--- src/logic/rtc_pkg.sv ---
/*
  Package for the range and table compare unit: opcodes, operand and result
  carriers, sequencer state codes and fixed counts.
  Assumes a single controller clock and a sequencer that issues one
  instruction at a time.
*/
`default_nettype none

package rtc_pkg;

  // ----------------------------------------------------------------
  // Sizes and counts
  // ----------------------------------------------------------------
  localparam int unsigned word_width = 16;
  localparam int unsigned addr_width = 16;
  localparam int unsigned entry_count = 16;
  localparam logic [5:0] range_words = 6'h20;  // Lower/upper pairs
  localparam logic [5:0] table_words = 6'h10;  // One word per entry
  localparam logic [15:0] range_last_offset = 16'h001f;
  localparam logic [15:0] table_last_offset = 16'h000f;
  localparam logic [15:0] result_reset = 16'h0000;

  // ----------------------------------------------------------------
  // Instruction codes from the sequencer
  // ----------------------------------------------------------------
  typedef enum logic [1:0] {
    rtc_op_word_compare = 2'h0,
    rtc_op_range_compare = 2'h1,
    rtc_op_table_match = 2'h2,
    rtc_op_none = 2'h3
  } rtc_op_type;

  // Instruction issue carrier
  typedef struct packed {
    rtc_op_type op;
    logic exec_cond;                     // Rung execution condition
    logic [word_width-1:0] probe_value;  // Already resolved operand
    logic [addr_width-1:0] block_base;   // Memory address of first word
    logic [addr_width-1:0] area_end;     // Last valid address of the area
    logic base_is_immediate;             // Illegal for block or table
    logic indirect_fault;                // Pointer not BCD or out of area
    logic [word_width-1:0] second_operand; // Word compare only
  } rtc_issue_type;

  // Completion carrier
  typedef struct packed {
    logic done;
    logic result_write;
    logic [word_width-1:0] result_word;
    logic fault_flag;
    logic below_flag;
    logic match_flag;
    logic above_flag;
  } rtc_done_type;

  // Sequencer states, Gray coded along idle, fetch, wait, finish
  typedef enum logic [1:0] {
    rtc_st_idle = 2'h0,
    rtc_st_fetch = 2'h1,
    rtc_st_wait = 2'h3,
    rtc_st_finish = 2'h2
  } rtc_state_type;

endpackage

`default_nettype wire

--- src/logic/rtc_unit.sv ---
/*
  Range compare, table match and word compare execution unit.
  Assumes: issue_valid is a one-cycle pulse with issue_data steady in that
  cycle, only while busy is low; the word bus answers each read with one
  mem_rvalid pulse, in order, one read outstanding at a time.
*/
`timescale 1ns/1ps
`default_nettype none

// Contract
// RL1: Range compare idle when condition false
// RL2: Range block spans base through base plus 31
// RL3: Match when lower <= probe <= upper
// RL4: Pair n drives result bit n
// RL5: Unmatched bits written zero, whole word
// RL6: Program keeps lower limit <= upper limit
// RL7: Fault when range block passes area end
// RL8: Fault on bad indirect memory operand
// RL9: Table match idle when condition false
// RL10: Compare probe against sixteen table words
// RL11: Table offset k drives result bit k
// RL12: Fault when table passes area end
// RL13: Block base must be a memory word
// RL14: Program gives BCD against timer count
// RL15: Below flag exposed on dedicated output
// RL16: Below flag set when first less
// RL17: Unsigned compares, single result update
module rtc_unit (
  input wire logic mclk,
  input wire logic rstn,
  input wire logic issue_valid,
  input wire rtc_pkg::rtc_issue_type issue_data,
  output logic busy,
  output logic mem_req,
  output logic [15:0] mem_addr,
  input wire logic mem_rvalid,
  input wire logic [15:0] mem_rdata,
  output rtc_pkg::rtc_done_type done_data,
  output logic below_flag
);

  // ----------------------------------------------------------------
  // State
  // ----------------------------------------------------------------
  rtc_pkg::rtc_state_type state_reg, state_next;
  rtc_pkg::rtc_op_type op_reg, op_next;     // Instruction in progress
  logic [15:0] probe_reg, probe_next;       // Probe value held for the run
  logic [15:0] base_reg, base_next;         // First block word address
  logic [5:0] index_reg, index_next;        // Word offset being fetched
  logic [5:0] count_reg, count_next;        // Words to fetch
  logic [15:0] lower_reg, lower_next;       // Lower limit of current pair
  logic [15:0] acc_reg, acc_next;           // Result built up privately
  logic busy_reg, busy_next;
  logic mem_req_reg, mem_req_next;
  logic [15:0] mem_addr_reg, mem_addr_next;
  rtc_pkg::rtc_done_type done_reg, done_next;
  logic below_reg, below_next;

  // Decoded per-entry hits for the word now on the bus
  logic [15:0] hit_vec;
  logic [3:0] entry_idx;

  // ----------------------------------------------------------------
  // Per-entry match decode
  // ----------------------------------------------------------------
  // Range pairs use index/2, table entries use the index itself
  assign entry_idx = (op_reg == rtc_pkg::rtc_op_range_compare) ? index_reg[4:1] : index_reg[3:0];

  // A comparator pair per bit, live only for the selected entry; unsigned operands throughout
  genvar gi;
  generate
    for (gi = 0; gi < rtc_pkg::entry_count; gi++) begin : g_hit
      always_comb begin
        hit_vec[gi] = 1'b0;
        if (entry_idx == 4'(gi)) begin
          if (op_reg == rtc_pkg::rtc_op_range_compare) begin
            hit_vec[gi] = (probe_reg >= lower_reg) && (probe_reg <= mem_rdata);  // [RL3] [RL4] [RL17]
          end else begin
            hit_vec[gi] = (probe_reg == mem_rdata);  // [RL10] [RL11] [RL17]
          end
        end
      end
    end
  endgenerate

  // ----------------------------------------------------------------
  // Next-state logic
  // ----------------------------------------------------------------
  // Fault checks happen at issue so no stray reads reach memory
  always_comb begin
    logic [16:0] span_end;
    logic area_fault;
    span_end = 17'h00000;
    area_fault = 1'b0;
    state_next = state_reg;
    op_next = op_reg;
    probe_next = probe_reg;
    base_next = base_reg;
    index_next = index_reg;
    count_next = count_reg;
    lower_next = lower_reg;
    acc_next = acc_reg;
    busy_next = busy_reg;
    mem_req_next = 1'b0;
    mem_addr_next = mem_addr_reg;
    done_next = done_reg;
    done_next.done = 1'b0;
    done_next.result_write = 1'b0;
    below_next = below_reg;
    case (state_reg)
      rtc_pkg::rtc_st_idle: begin
        // Condition false: nothing compared, result and flags untouched
        if (issue_valid && issue_data.exec_cond) begin  // [RL1] [RL9]
          case (issue_data.op)
            rtc_pkg::rtc_op_word_compare: begin
              // Single-cycle compare; flags follow the latest compare
              below_next = issue_data.probe_value < issue_data.second_operand;  // [RL16] [RL15] [RL17]
              done_next.done = 1'b1;
              done_next.fault_flag = issue_data.indirect_fault;  // [RL8]
              done_next.below_flag = below_next;
              done_next.match_flag = issue_data.probe_value == issue_data.second_operand;
              done_next.above_flag = issue_data.probe_value > issue_data.second_operand;
            end
            rtc_pkg::rtc_op_range_compare, rtc_pkg::rtc_op_table_match: begin
              if (issue_data.op == rtc_pkg::rtc_op_range_compare) begin
                span_end = {1'b0, issue_data.block_base} + {1'b0, rtc_pkg::range_last_offset};  // [RL2]
              end else begin
                span_end = {1'b0, issue_data.block_base} + {1'b0, rtc_pkg::table_last_offset};  // [RL10]
              end
              // Block must fit inside its area; a carry out also means overflow
              area_fault = (span_end > {1'b0, issue_data.area_end});  // [RL7] [RL12]
              if (area_fault || issue_data.indirect_fault || issue_data.base_is_immediate) begin  // [RL8] [RL13]
                // Faulted instruction leaves the result word alone
                done_next.done = 1'b1;
                done_next.fault_flag = 1'b1;
              end else begin
                op_next = issue_data.op;
                probe_next = issue_data.probe_value;
                base_next = issue_data.block_base;
                index_next = 6'h00;
                count_next = (issue_data.op == rtc_pkg::rtc_op_range_compare) ?
                             rtc_pkg::range_words : rtc_pkg::table_words;
                acc_next = rtc_pkg::result_reset;  // [RL5]
                busy_next = 1'b1;
                state_next = rtc_pkg::rtc_st_fetch;
              end
            end
            default: begin
              // Unknown code: ignored
            end
          endcase
        end
      end
      rtc_pkg::rtc_st_fetch: begin
        // Issue one read for the current offset
        mem_req_next = 1'b1;
        mem_addr_next = base_reg + {10'h000, index_reg};
        state_next = rtc_pkg::rtc_st_wait;
      end
      rtc_pkg::rtc_st_wait: begin
        if (mem_rvalid) begin
          if ((op_reg == rtc_pkg::rtc_op_range_compare) && !index_reg[0]) begin
            lower_next = mem_rdata;  // Even offset holds the lower limit [RL2]
          end else begin
            acc_next = acc_reg | hit_vec;  // [RL4] [RL11]
          end
          index_next = index_reg + 6'h01;
          state_next = (index_next == count_reg) ? rtc_pkg::rtc_st_finish : rtc_pkg::rtc_st_fetch;
        end
      end
      rtc_pkg::rtc_st_finish: begin
        // Whole word written once, unmatched bits as zero
        done_next.done = 1'b1;
        done_next.result_write = 1'b1;  // [RL17] [RL5]
        done_next.result_word = acc_reg;
        done_next.fault_flag = 1'b0;
        busy_next = 1'b0;
        state_next = rtc_pkg::rtc_st_idle;
      end
      default: begin
        state_next = rtc_pkg::rtc_st_idle;
        busy_next = 1'b0;
      end
    endcase
  end

  // ----------------------------------------------------------------
  // Registers
  // ----------------------------------------------------------------
  always_ff @(posedge mclk or negedge rstn) begin
    if (!rstn) begin
      state_reg <= rtc_pkg::rtc_st_idle;
      op_reg <= rtc_pkg::rtc_op_none;
      probe_reg <= 16'h0000;
      base_reg <= 16'h0000;
      index_reg <= 6'h00;
      count_reg <= 6'h00;
      lower_reg <= 16'h0000;
      acc_reg <= rtc_pkg::result_reset;
      busy_reg <= 1'b0;
      mem_req_reg <= 1'b0;
      mem_addr_reg <= 16'h0000;
      done_reg <= '0;
      below_reg <= 1'b0;
    end else begin
      state_reg <= state_next;
      op_reg <= op_next;
      probe_reg <= probe_next;
      base_reg <= base_next;
      index_reg <= index_next;
      count_reg <= count_next;
      lower_reg <= lower_next;
      acc_reg <= acc_next;
      busy_reg <= busy_next;
      mem_req_reg <= mem_req_next;
      mem_addr_reg <= mem_addr_next;
      done_reg <= done_next;
      below_reg <= below_next;
    end
  end

  // Outputs straight from flip-flops
  assign busy = busy_reg;
  assign mem_req = mem_req_reg;
  assign mem_addr = mem_addr_reg;
  assign done_data = done_reg;
  assign below_flag = below_reg;

endmodule // rtc_unit

`default_nettype wire

--- config.mk ---
export PLATFORM = sky130hd
export DESIGN_NAME = rtc_unit
export DESIGN_NICKNAME = d
export VERILOG_FILES = /design/src/logic/rtc_pkg.sv /design/src/logic/rtc_unit.sv
export SDC_FILE = /design/constraint.sdc
export NUM_CORES = 1
export LEC_CHECK = 0
export ABC_AREA = 1
export BUFFER_PORTS_ARGS = -buffer_cell sky130_fd_sc_hd__buf_2
export CORE_UTILIZATION = 57
export DETAILED_ROUTE_END_ITERATION = 10
export PLACE_DENSITY = 0.8
export SLEW_MARGIN = 10
export SYNTH_ARGS = -nofsm -noshare
export SYNTH_HDL_FRONTEND = slang
export SYNTH_SLANG_ARGS = --single-unit
--- constraint.sdc ---
create_clock -name mclk -period 2.7 [get_ports mclk]
set_clock_uncertainty 0.15 [all_clocks]
set_input_delay 0.54 -clock mclk [delete_from_list [all_inputs] [get_ports mclk]]
set_output_delay 0.54 -clock mclk [all_outputs]
set_load 0.005 [all_outputs]
* After elaboration in Yosys (flattened, before gate mapping)
Cells that the tools add are included.
** Storage, ports and cells
- Register bits after elaboration :: 120
- Latch bits :: 0
- Bits in writable memories :: 0
- Memory bits (read-only) :: 0
- Word-level logic and storage cells :: 135
- Memories :: 0
** Operators by class
- Add/subtract/negate cells :: 4
- $mul :: 0
- Divide/modulo/power cells :: 0
- Order comparisons :: 5
- Equality and inequality tests :: 31
- Shift-type cells :: 0
- Mux-type cells :: 55
- Bitwise operators :: 2
- Reduce and logical (&&, ||, !) cells :: 20
** Operators with widths (count)
- 17-bit two-way mux :: 5
- 16-bit two-way mux :: 5
- 16-bit equality test :: 2
- 4-bit equality test (second input constant) :: 8
- 16-bit one-hot mux with 2 select lines :: 1
- 6-bit two-way mux :: 5
- 1-bit two-way mux :: 24
- 16-bit by 4-bit adder with 17-bit output (second input constant) :: 1
- 16-bit by 5-bit adder with 17-bit output (second input constant) :: 1
- 17-bit by 16-bit > comparator with 1-bit output :: 1
- 16-bit by 6-bit adder with 16-bit output :: 1
- 4-bit by 3-bit equality test with 1-bit output (second input constant) :: 4
- 16-bit >= comparator :: 1
- 16-bit > comparator :: 1
- 16-bit <= comparator :: 1
- 16-bit less-than comparator :: 1
- 16-bit bitwise OR :: 1
- 4-bit AND reduction :: 4
- 6-bit one-hot mux with 2 select lines :: 1
- 2-bit two-way mux :: 5
- 1-bit one-hot mux with 2 select lines :: 5
- 4-bit by 2-bit equality test with 1-bit output (second input constant) :: 2
- 4-bit two-way mux :: 2
- 2-bit inequality test (second input constant) :: 4
- other kinds (21) :: 31

* Logic depth before layout (Yosys ltp)
Gate-level depths: netlist of the first run.
- Depth after elaboration :: 12
- Depth in mapped cells :: 24
- Mapped depth without buffers :: 23

* Least setup slack after synthesis of the first run
No wires, ideal clock.
- Path kind :: input to register
- Start :: in issue_data[68] (netlist bit)
- End :: reg base_reg[15]
- Library setup time :: 127 ps
- Arrival time :: 3210 ps
- Required time :: 2423 ps
- Setup slack :: -787 ps
- Stages on the path :: 23
- Path buffers :: 1
- Cells stage by stage :: inv_1 ha_1 xor2_1 nand2_1 a21oi_1 nand2_1 nor2_1 nand3_1 nor2_1 nand3_1 xor2_1 inv_1 ha_1 a21o_1 a21oi_1 nand2_1 nand2_1 nand2_2 inv_1 nand3_4 buf_4 nand2_1 o21ai_0
** On the way
- Cells in the longest elaborated chain, start to end :: 10
- Elaborated cells between the ends (all ways) :: 12
- Those cells by class :: 1 x order compare; 2 x eq/ne; 4 x mux; 1 x bitwise; 4 x reduce/logical
** RTL lines
- start, declared :: line rtc_unit.sv:32 : input wire rtc_pkg::rtc_issue_type issue_data,
- 2-bit by 1-bit equality test with 1-bit output :: line rtc_unit.sv:114, rtc_unit.sv:125
- 17-bit two-way mux :: line rtc_unit.sv:125 : if (issue_data.op == rtc_pkg::rtc_op_range_compare) begin
- 17-bit two-way mux :: line rtc_unit.sv:114 : case (issue_data.op)
- 17-bit two-way mux :: line rtc_unit.sv:113 : if (issue_valid && issue_data.exec_cond) begin
- 17-bit two-way mux :: line rtc_unit.sv:110 : case (state_reg)
- 17-bit by 16-bit > comparator with 1-bit output :: line rtc_unit.sv:131 : area_fault = (span_end > {1'b0, issue_data.area_end});
- 1-bit logical OR (2 in a row) :: line rtc_unit.sv:132 : if (area_fault || issue_data.indirect_fault || issue_data.base_is_immediate) begin
- 1-bit NOT (no source line)
- 4-bit AND reduction (no source line) (*)
- end signal, assigned :: line rtc_unit.sv:209 : base_reg <= base_next;
- end, declared :: line rtc_unit.sv:48 : logic [15:0] base_reg, base_next;
Every way passes the cells marked *; elsewhere a longest branch is shown, timed or not. The select of a mux whose other input is x is not followed.
A chain may end at the register's enable or synchronous reset.

* Final worst setup path of the first run
- Start :: in issue_data[68] (netlist bit)
- End :: reg base_reg[10]
Same word-level chain as after synthesis.

==> results by group, run 1 <==
Final layout
  • Layout cells sized above 1: 25.08%
  • Final Util: 77.12%
  • Max FFs per register: 22
  • Inserted Diodes: 0
  • Fin area: 0.009732 mm^2
  • Final nets: 1343
  • Area growth from synthesis to layout: 31.59%
  • Most frequent cells in the layout: 262 x nand2_1, 176 x inv_1, 126 x buf_2
  • Commonest non-fill, non-tap cell in the layout: nand2_1

Critical path
  • Required @ worst endpoint: 2.84 ns
  • WP data arrival: 3.41 ns
  • WS Path Type: primary input to flip-flop
  • CP Max Fanout: 20
  • Startpoint types: primary input
  • Kind of end point of the critical path: flip-flop

Floorplanning
  • Die Wd: 115.9 um
  • Num rows: 41
  • IO Pins: 130
  • Initial core utilization: 58.61%
  • Core footprint: 0.01262 mm^2
  • Die area: 0.01344 mm^2
  • Die Ht: 115.9 um

Global routing
  • Largest net degree at the start of global routing: 45
  • Initial antenna violation count: 0
  • Remaining global-route overflow: 0
  • Total track usage: 26.58%
  • Vias in the first global route: 6279
  • First-pass GRT wire length: 27.75 mm

Yosys
  • Mapped Cells: 993
  • YS warnings: 0
  • Synth area leader: dfrtp_1
  • Top cell type's share of synthesized area: 38.57%
  • Synth area leaders: dfrtp_1 39%, nand2_1 15%, ha_1 13%
  • Seq/Total Area, Yosys: 39.28%
  • Synthesized area per cell: 7.448 um^2
  • #FFs+latches synth: 116
  • Post-Syn Area: 0.007396 mm^2
  • Post-Syn Nets: 1159
  • Synth unique cells: 37

Clocking
  • Cts bufs inserted: 17
  • Clock sinks: 116
  • H-tree Lvls: 4
  • Clock Root Buffer: clkbuf_16
  • Clock network latency to the later pin of the worst-skew pair: 0.41 ns
  • CTS tree: yes
  • CTS Buffer Depth: 2
  • Reg clk slew, reported paths: 0.06 ns

Outcome
  • Failing checks: setup timing
  • Status: finished, violations left

Route
  • Via Count: 7011
  • 1st-iter DRT viols: 428
  • DRC: 0
  • DR vias/cell: 5.155
  • Routed Antenna Nets: 0
  • First-pass DRT Iterations: 5
  • Routed wire length per instance: 14.10 um
  • Final WL: 19.18 mm

Pwr
  • Peak supply drop: 0.5388 mV
  • Pwr Total: 0.005721 W
  • P_leak: 5.279 nW
  • Pwr dens: 587.9 mW/mm^2

STA
  • Fmax: 305.7 MHz
  • Hold_ws: 0.2382 ns
  • TNS Setup: -29.74 ns
  • Crit path time final: 3.271 ns
  • Max-slew headroom: 46.60%
  • Count of pins over their slew limit: 0
  • RSZ-0062 raised after global routing: yes
  • Tcrit/Tclk final: 121.1%
  • Fin. Hold Viols: 0
  • Setup-failing EPs final: 63
  • Tightest Pin Transition: 0.8001 ns
  • Setup ws final: -0.5709 ns

Placed design
  • I/O Buffers: 129
  • Placer Congestion: 0.9103
  • Placed cell areas: 0.008557 mm^2
  • Post-DP HPWL: 12.58 mm

Worst hold path
  • Min-delay worst type: primary input to flip-flop

Flow run
  • Max_cap viols: 0
-- cell type report --
class	count	area [um^2]
repair buffers	186	1334
inverters	179	686.9
clock inverters	11	88.84
well taps	172	215.2
fillers	891	2888
multi-input cells	677	4059
clock buffers	19	442.9
flip-flops and latches	116	2905
-- power by group --
part           internal, W  switching (W)
Combinational     0.000651       0.000788
Sequential         0.00199       0.000236
Clock              0.00126       0.000787
-- Yosys cell counts, drive strengths merged --
| cell | instances |
|---|---|
| nand2 | 296 |
| inv | 178 |
| dfrtp | 114 |
| o21ai | 112 |
| ha | 76 |
| nor2 | 67 |
| a21oi | 32 |
| nand3 | 25 |
| xor2 | 21 |
| buf | 11 |
| clkbuf | 11 |
| nor3 | 10 |
| nand4 | 9 |
| a31oi | 6 |
| a21o | 4 |
| or2 | 3 |
| xnor2 | 3 |
| dfstp | 2 |
| nor4 | 2 |
| a211oi | 1 |
| a21boi | 1 |
| a22o | 1 |
| a31o | 1 |
| and3 | 1 |
| clkinv | 1 |
| fa | 1 |
| mux2 | 1 |
| nand3b | 1 |
| o211ai | 1 |
| o21a | 1 |
-- routing by layer --
metal | part of all wire, % | vias to the layer above | GRT usage [%]
met2 | 49 | 225 | 44.44
li1 | - | 3499 | -
met5 | 0 | - | 0
met3 | 5.0 | 55 | 4.707
met1 | 43 | 3232 | 34.56
met4 | 2.8 | 0 | 9.744
-- final timing paths --
check / end / slack, ns / startpoint / cells after the start
max: base_reg[10] / -0.57 / issue_data[68] / 23
min: probe_reg[15] / 0.24 / issue_data[65] / 3
max reg2reg: mem_addr[8] / 0.17 / index_reg[0] / 13
min reg2reg: mem_addr[0] / 0.32 / mem_addr[0] / 2
max in group asynchronous: op_reg[0] / 1.27 / rstn / 3
min in group asynchronous: lower_reg[6] / 0.49 / rstn / 2
-- what timing repair did --
action	in CTS	in global routing
cloned	0	11
resized for setup	32	95
pin swaps	4	6
setup endpoints to repair	63	67
hold buffers	1	0
setup buffers	2	4
hold endpoints to repair	35	0
-- metrics by stage --
step | cells | worst slack (ns)
3_3_place_gp | 1312 | -0.8884
5_1_grt | 1360 | -0.7261
3_5_place_dp | 1312 | -0.9825
6_report | 1360 | -0.5709
2_1_floorplan | 993 | -0.5422
4_1_cts | 1345 | -0.3973
-- cells by family (layout without fill, tap and decap cells) --
| family | count (synthesis) | in the layout | share of synthesized area (%) |
|---|---|---|---|
| buffers and inverters | 201 | 395 | 10.83 |
| xor gates and xnor gates | 24 | 24 | 2.842 |
| and+or+nand+nor | 414 | 415 | 22.47 |
| AOI/OAI and AO/OA | 160 | 160 | 11.30 |
| adders and majority gates | 77 | 77 | 13.13 |
| muxes | 1 | 1 | 0.1522 |
| DFF | 116 | 116 | 39.28 |
-- worst max-delay path, stage by stage --
cell and delay [ns]:
buf_12 0.09, inv_12 0.03, ha_4 0.15, xor2_2 0.18, nand2_1 0.08, a21oi_2 0.17, nand2_1 0.08, nor2_2 0.13
nand3_2 0.10, nor2_1 0.09, nand3_1 0.08, xor2_1 0.14, inv_1 0.09, ha_4 0.27, and3_4 0.18, nand4_1 0.10
nand2_2 0.15, nand2_4 0.09, inv_4 0.09, nand3_4 0.17, clkbuf_16 0.25, nand2_1 0.07, o21ai_1 0.07
No activity file was read; power rests on OpenSTA's default activity.
==> inputs of run 2 (changes only) <==
--- a/config.mk
+++ b/config.mk
@@ -7,9 +7,9 @@
 export LEC_CHECK = 0
 export ABC_AREA = 1
 export BUFFER_PORTS_ARGS = -buffer_cell sky130_fd_sc_hd__buf_2
-export CORE_UTILIZATION = 57
+export CORE_UTILIZATION = 61
 export DETAILED_ROUTE_END_ITERATION = 10
-export PLACE_DENSITY = 0.8
+export PLACE_DENSITY = 0.85
 export SLEW_MARGIN = 10
 export SYNTH_ARGS = -nofsm -noshare
 export SYNTH_HDL_FRONTEND = slang
==> constraint.sdc (replaced) <==
create_clock -name mclk -period 4.2 [get_ports mclk]
set_clock_uncertainty 0.15 [all_clocks]
set_input_delay 0.84 -clock mclk [delete_from_list [all_inputs] [get_ports mclk]]
set_output_delay 0.84 -clock mclk [all_outputs]
set_load 0.005 [all_outputs]
==> run 2 against run 1 <==
Compared with the run above:
- the flow finishes with violations (DRC)
- via count fell by 4.6%
- final cell count shrank 5.7%
- first-iteration DRC count decreased by 13%
- count of clock-buffer cells in the layout grew 1
- utilization decreased by 1.0 points
- largest cell class unchanged
- clock power fell by 22%
- sequential share of layout area increased by 3.0 points
- non-clock buffer count decreased by 49
- total power is 33% lower
- wire length down 11%
- critical path depth is 1 higher
==> results by group, run 2 (same netlist as run 1, synthesis figures left out) <==
Critical path
  • Critical-path cell list: buf_2 > inv_1 > ha_1 > xor2_1 > nand2_1 > a21oi_1 > nand2_1 > nor2_1 > nand3_1 > nor2_1 > nand3_1 > xor2_1 > inv_1 > ha_1 > a21o_1 > a21oi_1 > nand2_1 > nand2_1 > nand2_2 > inv_1 > nand3_4 > buf_12 > nand2_1 > o21ai_0
  • CP Max Fanout: 32
  • Worst path max stage delay: 0.28 ns
  • Critical path's slowest cell: ha_1
  • Kind of end point of the critical path: flip-flop
  • WS Path Type: primary input to flip-flop
  • Cell mode on critical path: nand2_1
  • Required @ worst endpoint: 4.34 ns
  • WP data arrival: 4.00 ns
  • Startpoint types: primary input

Global routing
  • Remaining global-route overflow: 0
  • Initial antenna violation count: 0
  • Largest net degree at the start of global routing: 62
  • Total track usage: 29.14%
  • First-pass GRT wire length: 28.85 mm
  • Vias in the first global route: 6387

Clocking
  • H-tree Lvls: 4
  • Post-CTS setup buffer count: 0
  • Clock sinks: 116
  • CTS tree: yes
  • CTS Buffer Depth: 2
  • Clock network latency to the later pin of the worst-skew pair: 0.42 ns
  • Reg clk slew, reported paths: 0.05 ns
  • Clock Root Buffer: clkbuf_16
  • Cts bufs inserted: 17

STA
  • Max-slew headroom: 39.41%
  • Crit path time final: 3.856 ns
  • Tightest Pin Transition: 0.9067 ns
  • Setup-failing EPs final: 0
  • TNS Setup: 0 ns
  • Fin. Hold Viols: 0
  • Count of pins over their slew limit: 0
  • Hold_ws: 0.3222 ns
  • Tcrit/Tclk final: 91.82%
  • Fmax: 259.3 MHz
  • RSZ-0062 raised after global routing: no

Route
  • 1st-iter DRT viols: 371
  • First-pass DRT Iterations: 8
  • Final WL: 17.02 mm
  • Via Count: 6685
  • Routed wire length per instance: 13.27 um
  • Routed Antenna Nets: 0
  • DR vias/cell: 5.210
  • DRC: 6

Final layout
  • Non-Filler Instances: 1283
  • Max FFs per register: 22
  • Fill cells: 903
  • Most frequent cells in the layout: 294 x nand2_1, 178 x inv_1, 128 x buf_2
  • Area growth from synthesis to layout: 19.52%
  • Layout cells sized above 1: 15.79%
  • Commonest non-fill, non-tap cell in the layout: nand2_1
  • Final nets: 1293
  • Inserted Diodes: 0

Pwr
  • Pwr dens: 433.4 mW/mm^2
  • Peak supply drop: 0.3346 mV
  • P_leak: 4.917 nW

Worst hold path
  • Min-delay worst type: flip-flop to flip-flop

Placed design
  • I/O Buffers: 129
  • Post-Place Cells: 1251
  • Post-DP HPWL: 12.63 mm
  • Placer Congestion: 0.9087

Floorplanning
  • Die Ht: 112.1 um
  • Num rows: 39
  • Core footprint: 0.01161 mm^2
  • IO Pins: 130
  • Initial core utilization: 63.68%
  • Die area: 0.01257 mm^2
  • Die Wd: 112.1 um

Outcome
  • Failing checks: DRC
  • Status: finished, violations left

Flow run
  • Max_cap viols: 0
[run 2: worst paths after layout]
| path | slack (ns) | cells past startpoint | startpoint | endpoint |
|---|---|---|---|---|
| setup / recovery | 0.34 | 24 | issue_data[68] | base_reg[12] |
| hold / removal | 0.32 | 2 | mem_addr[2] | mem_addr[2] |
| setup reg to reg | 1.46 | 10 | index_reg[2] | mem_addr[9] |
| hold reg to reg | 0.32 | 2 | mem_addr[2] | mem_addr[2] |
| max in group asynchronous | 2.64 | 2 | rstn | op_reg[1] |
| min in group asynchronous | 0.33 | 1 | rstn | lower_reg[8] |
[run 2: worst max-delay path, delay by kind of cell]
| kind | cells | cell delay (ns) |
|---|---|---|
| simple gates | 11 | 1.13 |
| compound gates | 4 | 0.59 |
| fa+ha+maj | 2 | 0.48 |
| xor+xnor | 2 | 0.35 |
| buf+inv | 5 | 0.58 |
[run 2: routing by layer]
layer  wire length (um)  track usage (%)
met1               7596            36.41
met2               8046            48.82
met3                885            5.670
met4                493            13.96
met5                  0                0
[run 2: timing repair]
action	4_1_cts	5_1_grt
hold buffers	0	0
setup endpoints to repair	0	10
resized for setup	0	1
[run 2: cell type report]
cell class	instances	area (um^2)	share of cell area, %
well taps	143	178.9	2.024
inverters	179	671.9	7.601
repair buffers	137	733.2	8.294
flip-flops and latches	116	2905	32.87
clock buffers	20	456.7	5.166
clock inverters	12	201.4	2.279
multi-input cells	676	3692	41.77
[run 2: report_power, final]
part | internal [W] | total (W) | leakage (nW) | switching [W]
clock network | 0.00108 | 0.00160 | 0.317 | 0.000517
registers | 0.00128 | 0.00143 | 1.56 | 0.000148
logic | 0.000340 | 0.000801 | 3.04 | 0.000460
total | 0.00271 | 0.00383 | 4.92 | 0.00113
[run 2: per-stage QoR]
stage                     setup slack, ns  cell area [um^2]  power (W)  utilization, %
after floorplan                    0.4133              7396   0.001926               -
after global placement            0.08827              8179   0.002191           70.43
after detailed placement         -0.02940              8179   0.002225           70.43
after CTS                          0.3418              8837   0.003839           76.09
after global routing             0.006102              8840   0.004043           76.12
final                              0.3435              8840   0.003831           76.12
